## src/design/ssa_consts.svh

```systemverilog
// Purpose: Named constants for the station address and line setup front end
// Assumes: 10 MHz system clock
// Notes: Times are kept in their own units; cycle counts are derived in the top module
`ifndef SSA_CONSTS_SVH
`define SSA_CONSTS_SVH
`define SSA_CLK_HZ 10000000
`define SSA_ADDR_MIN 8'h01
`define SSA_ADDR_MAX 8'hf7
`define SSA_SETTLE_S 15
`define SSA_BLINK_PERIOD_MS 2000
`define SSA_BLINK_ON_MS 200
`define SSA_OPT_AUTODET_BIT 4
`define SSA_DBITS_BINARY 4'h8
`define SSA_DBITS_TEXT 4'h7
`define SSA_BAUD_CODES 3'h6
`define SSA_CNT_W 28
`endif

```

## src/design/ssa_pkg.sv

```systemverilog
// Purpose: Types shared by the station address and line setup front end
// Assumes: Constants come from ssa_consts.svh
// Notes: Baud code 0..5 means 9600, 19200, 38400, 57600, 76800, 115200
`include "ssa_consts.svh"
package ssa_pkg;
   typedef enum logic {SSA_MODE_BINARY, SSA_MODE_TEXT} ssa_mode_t;
   typedef enum logic [1:0] {SSA_PAR_NONE, SSA_PAR_EVEN, SSA_PAR_ODD} ssa_par_t;
   typedef enum logic [1:0] {SSA_DET_INIT, SSA_DET_SEEK, SSA_DET_DONE} ssa_det_t;
   typedef struct packed {
      ssa_det_t det;
      logic [7:0] last_sw;
      logic [7:0] active;
      logic ok;
      logic pending;
      logic [`SSA_CNT_W-1:0] settle;
      logic [`SSA_CNT_W-1:0] blink;
      logic led;
      logic auto_full;
      ssa_mode_t mode;
      ssa_par_t par;
      logic stop2;
      logic [2:0] baud;
      logic save;
   } ssa_state_t;
endpackage

```

## src/design/ssa_top.sv

```systemverilog
// Purpose: Station address and line setup front end of a multidrop serial slave
// Assumes: Inputs synchronous to clock_i; the protocol engine reports requests and detection
// Notes: Long times are parameters so simulation can shorten them
`timescale 1ns/1ps
`default_nettype none
`include "ssa_consts.svh"
// What this block does
// - Station address counts as valid only within 1 to 247.
// - A switch change stops answers to the old address at once.
// - New address applies after switches stay still 15 s; changes restart wait.
// - Invalid address makes the red LED blink once, repeatedly.
// - Display shows active address from power-on, or error when invalid.
// - Invalid address at power-on shows the address error indication.
// - Option switch position 4 turns automatic line detection on or off.
// - Binary framing: 8 data bits, even/odd parity 1 stop, or none 2 stop.
// - Text framing: 7 data bits, even/odd parity 1 stop, or none 2 stop.
// - Line rate is one of 9600 to 115200 in six fixed steps.
// - Detection off: fixed binary 8N1, baud rate still detected.
// - Detection ends on a good request to us; settings saved, reused later.
// - Address is 8-bit binary, switch position 1 weight 128, position 8 weight 1.
module ssa_top #(
   parameter int unsigned SETTLE_CYC = `SSA_SETTLE_S * `SSA_CLK_HZ,
   parameter int unsigned BLINK_CYC = `SSA_BLINK_PERIOD_MS * (`SSA_CLK_HZ / 1000),
   parameter int unsigned BLINK_ON_CYC = `SSA_BLINK_ON_MS * (`SSA_CLK_HZ / 1000)
) (
   // Clock and reset
   input wire logic clock_i,
   input wire logic rst_n_i,
   // Switch banks, index 7 is position 1
   input wire logic [7:0] address_switch_bank_i,
   input wire logic [7:0] option_switch_bank_i,
   // Stored line setup loaded at start-up
   input wire logic nv_valid_i,
   input wire ssa_pkg::ssa_mode_t nv_mode_i,
   input wire ssa_pkg::ssa_par_t nv_parity_i,
   input wire logic nv_stop2_i,
   input wire logic [2:0] nv_baud_i,
   // Line setup seen by the detector
   input wire ssa_pkg::ssa_mode_t det_mode_i,
   input wire ssa_pkg::ssa_par_t det_parity_i,
   input wire logic det_stop2_i,
   input wire logic [2:0] det_baud_i,
   // Received request from the protocol engine
   input wire logic req_valid_i,
   input wire logic [7:0] req_addr_i,
   input wire logic req_ok_i,
   // Answer permission
   output logic answer_o,
   // Indicators
   output logic led_red_o,
   output logic [7:0] disp_addr_o,
   output logic disp_err_o,
   // Line setup in use
   output logic detecting_o,
   output var ssa_pkg::ssa_mode_t cfg_mode_o,
   output var ssa_pkg::ssa_par_t cfg_parity_o,
   output logic cfg_stop2_o,
   output logic [2:0] cfg_baud_o,
   output logic [3:0] cfg_data_bits_o,
   output logic cfg_legal_o,
   output logic nv_save_o
);
   ssa_pkg::ssa_state_t cur_ff;
   ssa_pkg::ssa_state_t nxt_cur;
   logic line_ok;
   logic [3:0] dbits;
   logic sw_ok;
   logic sw_moved;

   // ==========================================================
   // Line setting check
   ssa_line_check u_check (
      .mode_i(cur_ff.mode),
      .parity_i(cur_ff.par),
      .stop2_i(cur_ff.stop2),
      .baud_i(cur_ff.baud),
      .allow_8n1_i(!cur_ff.auto_full),
      .legal_o(line_ok),
      .data_bits_o(dbits)
   );

   // ==========================================================
   // Next state
   always_comb begin
      nxt_cur = cur_ff;
      nxt_cur.save = 1'b0;
      // Switch value is already plain binary with position 1 as MSB
      sw_ok = (address_switch_bank_i >= `SSA_ADDR_MIN) &&
              (address_switch_bank_i <= `SSA_ADDR_MAX);
      sw_moved = address_switch_bank_i != cur_ff.last_sw;
      nxt_cur.last_sw = address_switch_bank_i;
      case (cur_ff.det)
         ssa_pkg::SSA_DET_INIT: begin
            // Straps caught once, at the first edge after reset release
            nxt_cur.active = address_switch_bank_i;
            nxt_cur.ok = sw_ok;
            nxt_cur.auto_full = option_switch_bank_i[`SSA_OPT_AUTODET_BIT];
            if (nv_valid_i) begin
               nxt_cur.mode = nv_mode_i;
               nxt_cur.par = nv_parity_i;
               nxt_cur.stop2 = nv_stop2_i;
               nxt_cur.baud = nv_baud_i;
               nxt_cur.det = ssa_pkg::SSA_DET_DONE;
            end else begin
               nxt_cur.det = ssa_pkg::SSA_DET_SEEK;
            end
         end
         ssa_pkg::SSA_DET_SEEK: begin
            nxt_cur.baud = det_baud_i;
            if (cur_ff.auto_full) begin
               nxt_cur.mode = det_mode_i;
               nxt_cur.par = det_parity_i;
               nxt_cur.stop2 = det_stop2_i;
            end else begin
               nxt_cur.mode = ssa_pkg::SSA_MODE_BINARY;
               nxt_cur.par = ssa_pkg::SSA_PAR_NONE;
               nxt_cur.stop2 = 1'b0;
            end
            if (answer_o && req_ok_i) begin
               // Freeze what was used for the good request and store it
               nxt_cur.mode = cur_ff.mode;
               nxt_cur.par = cur_ff.par;
               nxt_cur.stop2 = cur_ff.stop2;
               nxt_cur.baud = cur_ff.baud;
               nxt_cur.save = 1'b1;
               nxt_cur.det = ssa_pkg::SSA_DET_DONE;
            end
         end
         ssa_pkg::SSA_DET_DONE: begin
            nxt_cur.det = ssa_pkg::SSA_DET_DONE;
         end
         default: begin
            nxt_cur.det = ssa_pkg::SSA_DET_INIT;
         end
      endcase
      if (cur_ff.det != ssa_pkg::SSA_DET_INIT) begin
         if (sw_moved) begin
            nxt_cur.pending = 1'b1;
            nxt_cur.settle = '0;
         end else if (cur_ff.pending) begin
            if (cur_ff.settle == `SSA_CNT_W'(SETTLE_CYC - 1)) begin
               nxt_cur.pending = 1'b0;
               nxt_cur.active = address_switch_bank_i;
               nxt_cur.ok = sw_ok;
            end else begin
               nxt_cur.settle = cur_ff.settle + `SSA_CNT_W'(1);
            end
         end
      end
      // Free-running blink phase; LED lit only for the short on part
      if (cur_ff.blink == `SSA_CNT_W'(BLINK_CYC - 1)) begin
         nxt_cur.blink = '0;
      end else begin
         nxt_cur.blink = cur_ff.blink + `SSA_CNT_W'(1);
      end
      // No flash in the start-up cycle, before the address has been judged
      nxt_cur.led = !cur_ff.ok && (cur_ff.det != ssa_pkg::SSA_DET_INIT) &&
                    (cur_ff.blink < `SSA_CNT_W'(BLINK_ON_CYC));
   end

   // ==========================================================
   // State register
   always_ff @(posedge clock_i) begin
      if (!rst_n_i) begin
         cur_ff <= '0;
      end else begin
         cur_ff <= nxt_cur;
      end
   end

   // ==========================================================
   // Outputs
   // Answer is gated the same cycle so a moved switch silences the old address at once
   assign answer_o = req_valid_i && (req_addr_i == cur_ff.active) && cur_ff.ok &&
                     !cur_ff.pending && !sw_moved && line_ok &&
                     (cur_ff.det != ssa_pkg::SSA_DET_INIT);
   assign led_red_o = cur_ff.led;
   assign disp_addr_o = cur_ff.active;
   assign disp_err_o = !cur_ff.ok && (cur_ff.det != ssa_pkg::SSA_DET_INIT);
   assign detecting_o = cur_ff.det == ssa_pkg::SSA_DET_SEEK;
   assign cfg_mode_o = cur_ff.mode;
   assign cfg_parity_o = cur_ff.par;
   assign cfg_stop2_o = cur_ff.stop2;
   assign cfg_baud_o = cur_ff.baud;
   assign cfg_data_bits_o = dbits;
   assign cfg_legal_o = line_ok;
   assign nv_save_o = cur_ff.save;
endmodule // ssa_top
`default_nettype wire

```

## src/design/ssa_line_check.sv

```systemverilog
// Purpose: Judges whether a framing and rate setting is one the port supports
// Assumes: Pure combinational, used by the top module
// Notes: The 8N1 case is legal only when the caller allows it
`timescale 1ns/1ps
`default_nettype none
`include "ssa_consts.svh"
module ssa_line_check (
   // Setting under test
   input wire ssa_pkg::ssa_mode_t mode_i,
   input wire ssa_pkg::ssa_par_t parity_i,
   input wire logic stop2_i,
   input wire logic [2:0] baud_i,
   input wire logic allow_8n1_i,
   // Verdict
   output logic legal_o,
   output logic [3:0] data_bits_o
);
   logic par_ok;
   always_comb begin
      data_bits_o = (mode_i == ssa_pkg::SSA_MODE_TEXT) ? `SSA_DBITS_TEXT : `SSA_DBITS_BINARY;
      if (parity_i == ssa_pkg::SSA_PAR_NONE) begin
         par_ok = stop2_i || (allow_8n1_i && mode_i == ssa_pkg::SSA_MODE_BINARY);
      end else begin
         par_ok = !stop2_i && (parity_i != 2'h3);
      end
      legal_o = par_ok && (baud_i < `SSA_BAUD_CODES);
   end
endmodule // ssa_line_check
`default_nettype wire

```

## config.mk

```make
export PLATFORM = sky130hd
export DESIGN_NAME = ssa_top
export DESIGN_NICKNAME = d
export VERILOG_FILES = /design/src/design/ssa_pkg.sv /design/src/design/ssa_top.sv /design/src/design/ssa_line_check.sv
export VERILOG_INCLUDE_DIRS = /design/src /design/src/design
export SDC_FILE = /design/constraint.sdc
export NUM_CORES = 1
export LEC_CHECK = 0
export BUFFER_PORTS_ARGS = -buffer_cell sky130_fd_sc_hd__clkbuf_2
export CORE_MARGIN = 1.5
export CORE_UTILIZATION = 57
export DETAILED_ROUTE_END_ITERATION = 8
export PLACE_DENSITY = 0.8
export RECOVER_POWER = 100
export SYNTH_ARGS = -nofsm -noshare
export SYNTH_HDL_FRONTEND = slang
export SYNTH_SLANG_ARGS = --single-unit
```

## constraint.sdc

```tcl
create_clock -name clock_i -period 3.2 [get_ports clock_i]
set_clock_uncertainty 0.05 [all_clocks]
set_input_delay 0.32 -clock clock_i [delete_from_list [all_inputs] [get_ports clock_i]]
set_output_delay 0.32 -clock clock_i [all_outputs]
set_load 0.01 [all_outputs]
```

Word-level counts from Yosys, hierarchy flattened
Cells that the tools add are included.
{ "totals": {"in_bits": 43, "output_inout_bits": 25, "ff_bits": 86, "word_cells": 77} }
{ "op_classes": {"n_addsub": 2, "n_reduce_logical": 28, "magnitude_cmp": 4, "eq_ne": 11, "mux": 16, "bitwise_logic": 2} }
{ "ops": {"columns": ["cell", "count"], "rows": [
  ["38-bit 2-to-1 mux", 2],
  ["28-bit by 1-bit adder with 28-bit output, second input constant", 2],
  ["29-bit 2-to-1 mux", 1],
  ["28-bit by 25-bit == test with 1-bit output, second input constant", 1],
  ["28-bit == test, second input constant", 1],
  ["28-bit by 21-bit < comparator with 1-bit output, second input constant", 1],
  ["28-bit 2-to-1 mux", 1],
  ["9-bit 2-to-1 mux", 2],
  ["7-bit one-hot mux with 2 select lines", 1],
  ["1-bit logical AND", 13],
  ["10-bit 2-to-1 mux", 1],
  ["8-bit == test", 1],
  ["8-bit by 1-bit >= comparator with 1-bit output, second input constant", 1],
  ["8-bit less-or-equal comparator, second input constant", 1],
  ["4-bit 2-to-1 mux", 2],
  ["8-bit 2-to-1 mux", 1],
  ["2-bit != test, second input constant", 4],
  ["8-bit != test", 1],
  ["7-bit 2-to-1 mux", 1],
  ["2-bit one-hot mux with 3 select lines", 1],
  ["3-bit AND reduction", 2],
  ["2-bit nonzero test", 3],
  ["1-bit logical NOT", 5],
  ["2-bit logical NOT", 2],
  ["10 further kinds", 12]
]} }

Longest topological paths before layout
{ "logic_depth": {"depth_word": 10, "ltp_mapped": 10, "ltp_nobuf": 8} }

Modules after synthesis
From an unflattened synthesis, not the netlist that was laid out.
{ "hier_totals": {"cells_unflattened": 535, "area_unflattened_um2": 4528.1} }
{ "modules_own_cells": {"columns": ["module", "instances", "seq_area_each_um2", "cells_each", "area_per_inst_um2"], "rows": [
  ["ssa_top", 1, 1721.7, 526, 4465.5],
  ["ssa_line_check", 1, 0.0, 9, 62.6]
]} }

Least setup slack after synthesis
No wires, ideal clock.
{ "synth_timing": {"path_kind": "flip-flop to flip-flop", "startpoint": "reg cur_ff[84] (netlist bit)", "endpoint": "reg cur_ff, in the netlist cfg_mode_o", "t_arrival_ps": 2115, "setup_slack_ps": 944, "setup_ps": 91, "path_stages_with_launch": 10, "path_buffers": 2, "synth_period_minus_slack_ps": 2256, "required_time_ps": 3059, "cell_sequence": "dfxtp_1 -> inv_1 -> ha_1 -> buf_2 -> nor4bb_1 -> nand3_1 -> nor4_1 -> a41oi_1 -> buf_2 -> a311oi_1"} }
{ "synth_via": {"elab_chain_len": 5, "elab_cells_between_ends": 10, "classes_between": "eq/ne: 3; mux: 1; reduce/logical: 6"} }
{ "synth_rtl": {"columns": ["item", "line_no", "text"], "rows": [
  ["start, declared", "ssa_top.sv:63", "ssa_pkg::ssa_state_t cur_ff;"],
  ["start signal, assigned", "ssa_top.sv:167", "cur_ff <= nxt_cur;"],
  ["2-bit nonzero test", "ssa_top.sv:176", "(cur_ff.det != ssa_pkg::SSA_DET_INIT);"],
  ["1-bit logical AND", "ssa_top.sv:175", "!cur_ff.pending && !sw_moved && line_ok &&"],
  ["1-bit logical AND", "ssa_top.sv:119", "if (answer_o && req_ok_i) begin"],
  ["2-bit != test (no source line)", null, null],
  ["3-bit AND reduction (no source line)", null, null]
]} }
Parallel ways exist; a longest one is shown, timed or not.
A chain may end at the register's enable or synchronous reset.

Final worst setup path
{ "layout_timing": {"startpoint": "reg cur_ff[84] (netlist bit)", "endpoint": "out answer_o"} }
{ "layout_via": {"elab_chain_len": 2} }
{ "layout_rtl": {"columns": ["item", "line_no", "text"], "rows": [
  ["2-bit nonzero test", "ssa_top.sv:176", null],
  ["1-bit logical AND", "ssa_top.sv:175", null],
  ["end, declared", "ssa_top.sv:48", "output logic answer_o,"]
]} }
No other way between the ends.

==> run summary <==
fill count: 625
Root Driver: clkbuf_8
Psw: 808 uW
Die Height: 89.6 um
Via Count: 3549
r2r setup slk: 0.34 ns
H-tree depth: 3
Setup crit end kind: output pin
GRT Total Usage: 0.235
status: completed
Synth Register Bits: 86
GPL Wtd Cong: 0.845
period utilization: 0.895
dpl cells: 620
Post-synth ARST share: 0
ys flop type: dfxtp_1
Initial Util: 0.589
Synth Warn #: 0
Worst Max-Slew Pin Slew: 1.33 ns
setup_tns: 0 ns
Yosys cell types: 57
Req. time, crit path: 2.83 ns
EDFF count, synth: 0
die area: 8020 um2
RR Endpoint: cur_ff[39]$_SDFFE_PN0P_
layout cells sized above 1: 0.119
Final Max Tran Viols: 0
vias in the first global route: 3214
fmax: 349 MHz
Hold Slack: 0.152 ns
pin count of the biggest net entering global routing: 27
CTS Buffer Depth: 2
logic gate share of total power: 0.191
setup violators final: 0
dpl hpwl: 6.22 mm
Iter 0 DRT Violations: 142
sequential area share after synthesis: 0.403
DRC viols: 0
top-level port count: 68
Mapped Cells: 493
CP Max Fanout: 11
HP Start: nv_mode_i
CP Data Arrival Time: 2.50 ns
R2R depth: 6
postcts setup bufs: 0
Final Critical Period: 2.87 ns
core area: 7250 um2
synthesized area: 4270 um2
P&R area growth vs syn: 8.20%
Sw Share: 0.326
clock transition at the registers of the reported paths: 0.10 ns
Num CTS Buffers: 9
RSZ-0062 raised after global routing: no
R2R Path Start: cur_ff[51]$_SDFFE_PN0P_
initial antenna violation count: 0
PD cells: 537 nW/um2
wire per inst: 13.7 um
worst vdd ir: 0.444 mV
P_int: 1.67 mW
Hold Violations, Final: 0
number of I/O port buffers: 60
fin worst setup slack: 0.335 ns
syn_area_per_cell: 8.66 um2
Post-CTS Resized: 0
synthesized net count: 541
dominant cell type by area after synthesis: dfxtp_1
Die X-Extent: 89.6 um
CP max-delay cell: nor4_1
Clk pwr share: 0.322
drt first pass iters: 4
gr ovfl total: 0
Avg Vias per Cell: 5.58
post-route non-filler standard cell count: 636
CP Buf/Inv Count: 2
Hold Crit Class: input pin to flop
Max-Cap Viols: 0
number of routed nets with antenna violations: 0
Hold Path Stages: 3
clk_lat worst skew: 0.36 ns
nets: 580
Pleak: 1.67 nW
critical path's top delay family: simple AND/OR/NAND/NOR gates
CTS Sinks: 86
critical path, cell by cell: inv_1 -> ha_1 -> nor4bb_1 -> nand3_1 -> nor4_1 -> and3_1 -> clkbuf_1
global-route wire length before repair: 14.7 mm
dominant cells by area after synthesis: dfxtp_1 (40%), xnor2_1 (8.2%), nor2_1 (5.6%)
Min-Delay Endpoint: cfg_mode_o$_SDFFE_PN0P_
Rows: 31
CTS tree: yes
top-area cell type share of the netlist area: 0.403
Slew headroom: 0.104
Placement Setup Slack: 0.396 ns
max incr delay on CP: 0.45 ns
# diodes: 0
Seq pwr share: 0.487
wirelength, routed: 8.74 mm
Startpoint Class: flop
Setup CP Type: flop to output pin
Hold-fix buffers, CTS: 0
## per-stage QoR
step / util / power [mW] / cell area (um2)
floorplan: - / 1.65 / 4270
CTS: 0.649 / 2.52 / 4710
finish: 0.637 / 2.48 / 4620
global placement: 0.621 / 1.73 / 4500
detailed placement: 0.621 / 1.74 / 4500
global route: 0.637 / 2.61 / 4620
## cells in the mapped netlist, types with 6 or more instances
cell        n
dfxtp_1    86
nor2_1     64
xnor2_1    40
nand2_1    39
nand3_1    37
xor2_1     22
buf_4      17
inv_1      16
nand4_1    16
a21oi_1    14
o21ai_1    11
clkbuf_1   10
and4_1      9
and3_1      8
nor3_1      8
nor4_1      7
a2111oi_0   6
a211oi_1    6
buf_2       6
mux2i_1     6
## how the worst max path moves through the flow
stage | startpoint | end | slack, ns | cells after the start
2_1_floorplan | cur_ff[84]$_SDFFE_PN0P_ | cfg_mode_o$_SDFFE_PN0P_ | 0.94 | 9
3_3_place_gp | cur_ff[84]$_SDFFE_PN0P_ | cfg_parity_o[0]$_SDFFE_PN0P_ | 0.58 | 8
3_5_place_dp | cur_ff[84]$_SDFFE_PN0P_ | cfg_baud_o[1]$_SDFFE_PN0P_ | 0.40 | 8
4_1_cts | cur_ff[84]$_SDFFE_PN0P_ | answer_o | 0.39 | 7
5_1_grt | cur_ff[12]$_SDFF_PP0_ | cur_ff[27]$_SDFF_PP0_ | 0.05 | 5
6_report | cur_ff[84]$_SDFFE_PN0P_ | answer_o | 0.34 | 7
## routing by layer
layer | track usage | vias to the layer above | wire length (um)
met5 | 0 | - | 0
met4 | 0.0755 | 0 | 93
met3 | 0.0439 | 10 | 374
met2 | 0.382 | 98 | 4160
met1 | 0.316 | 1655 | 4110
li1 | - | 1786 | -
## worst min-delay path, cell delays in order
cell and delay (ns):
clkbuf_2 0.08, nand2_1 0.05, a311oi_1 0.07
## cell type report
| type | count | area (um2) | area share |
|---|---|---|---|
| Multi-Input combinational cell | 353 | 2210 | 0.479 |
| Sequential cell | 86 | 1720 | 0.372 |
| Timing Repair Buffer | 66 | 300 | 0.0650 |
| Clock buffer | 9 | 124 | 0.0268 |
| Tap cell | 99 | 124 | 0.0268 |
| Clock inverter | 7 | 78.8 | 0.0171 |
| Inverter | 16 | 60.1 | 0.0130 |
## flip-flops by register name, summed over array words and instances, names as in the netlist
| signal | cells |
|---|---|
| cur_ff | 69 |
| cfg_stop2_o | 1 |
| led_red_o | 1 |
| cfg_mode_o | 1 |
| disp_addr_o | 8 |
| cfg_parity_o | 2 |
| cfg_baud_o | 3 |
| nv_save_o | 1 |
## kinds of logic (layout without fill, tap and decap cells)
logic type | count (synthesis) | after routing | synth area share
simple gates | 215 | 215 | 0.256
flops | 86 | 86 | 0.403
compound gates | 64 | 64 | 0.113
xor+xnor | 62 | 62 | 0.127
buf+inv | 54 | 98 | 0.0694
fa+ha+maj | 6 | 6 | 0.0170
mux | 6 | 6 | 0.0141
## placed cells by master, fill, tap and decap left out, types with 6 or more instances in the layout
master     netlist  final
dfxtp_1         86     86
inv_1           16     16
nor4_1           7      7
a2111oi_0        6      6
and4_1           9      9
nor2_1          64     64
clkbuf_2         0     36
nand3_1         37     37
o21ai_0          2     10
a211oi_1         6      6
nand2_1         39     39
clkbuf_8         0      9
and3_1           8      8
nand4_1         16     16
a21oi_1         14     15
clkbuf_1        10     28
mux2i_1          6      6
xor2_1          22     22
nor3_1           8      8
xnor2_1         40     40
## power by group through the flow
stage / clock network (mW) / registers, mW / logic [mW]
2_1_floorplan: 0 / 1.22 / 0.432
3_3_place_gp: 0 / 1.23 / 0.499
3_5_place_dp: 0 / 1.23 / 0.508
4_1_cts: 0.806 / 1.21 / 0.511
5_1_grt: 0.860 / 1.22 / 0.530
6_report: 0.798 / 1.21 / 0.474
Power figures use the tool's default switching activity.
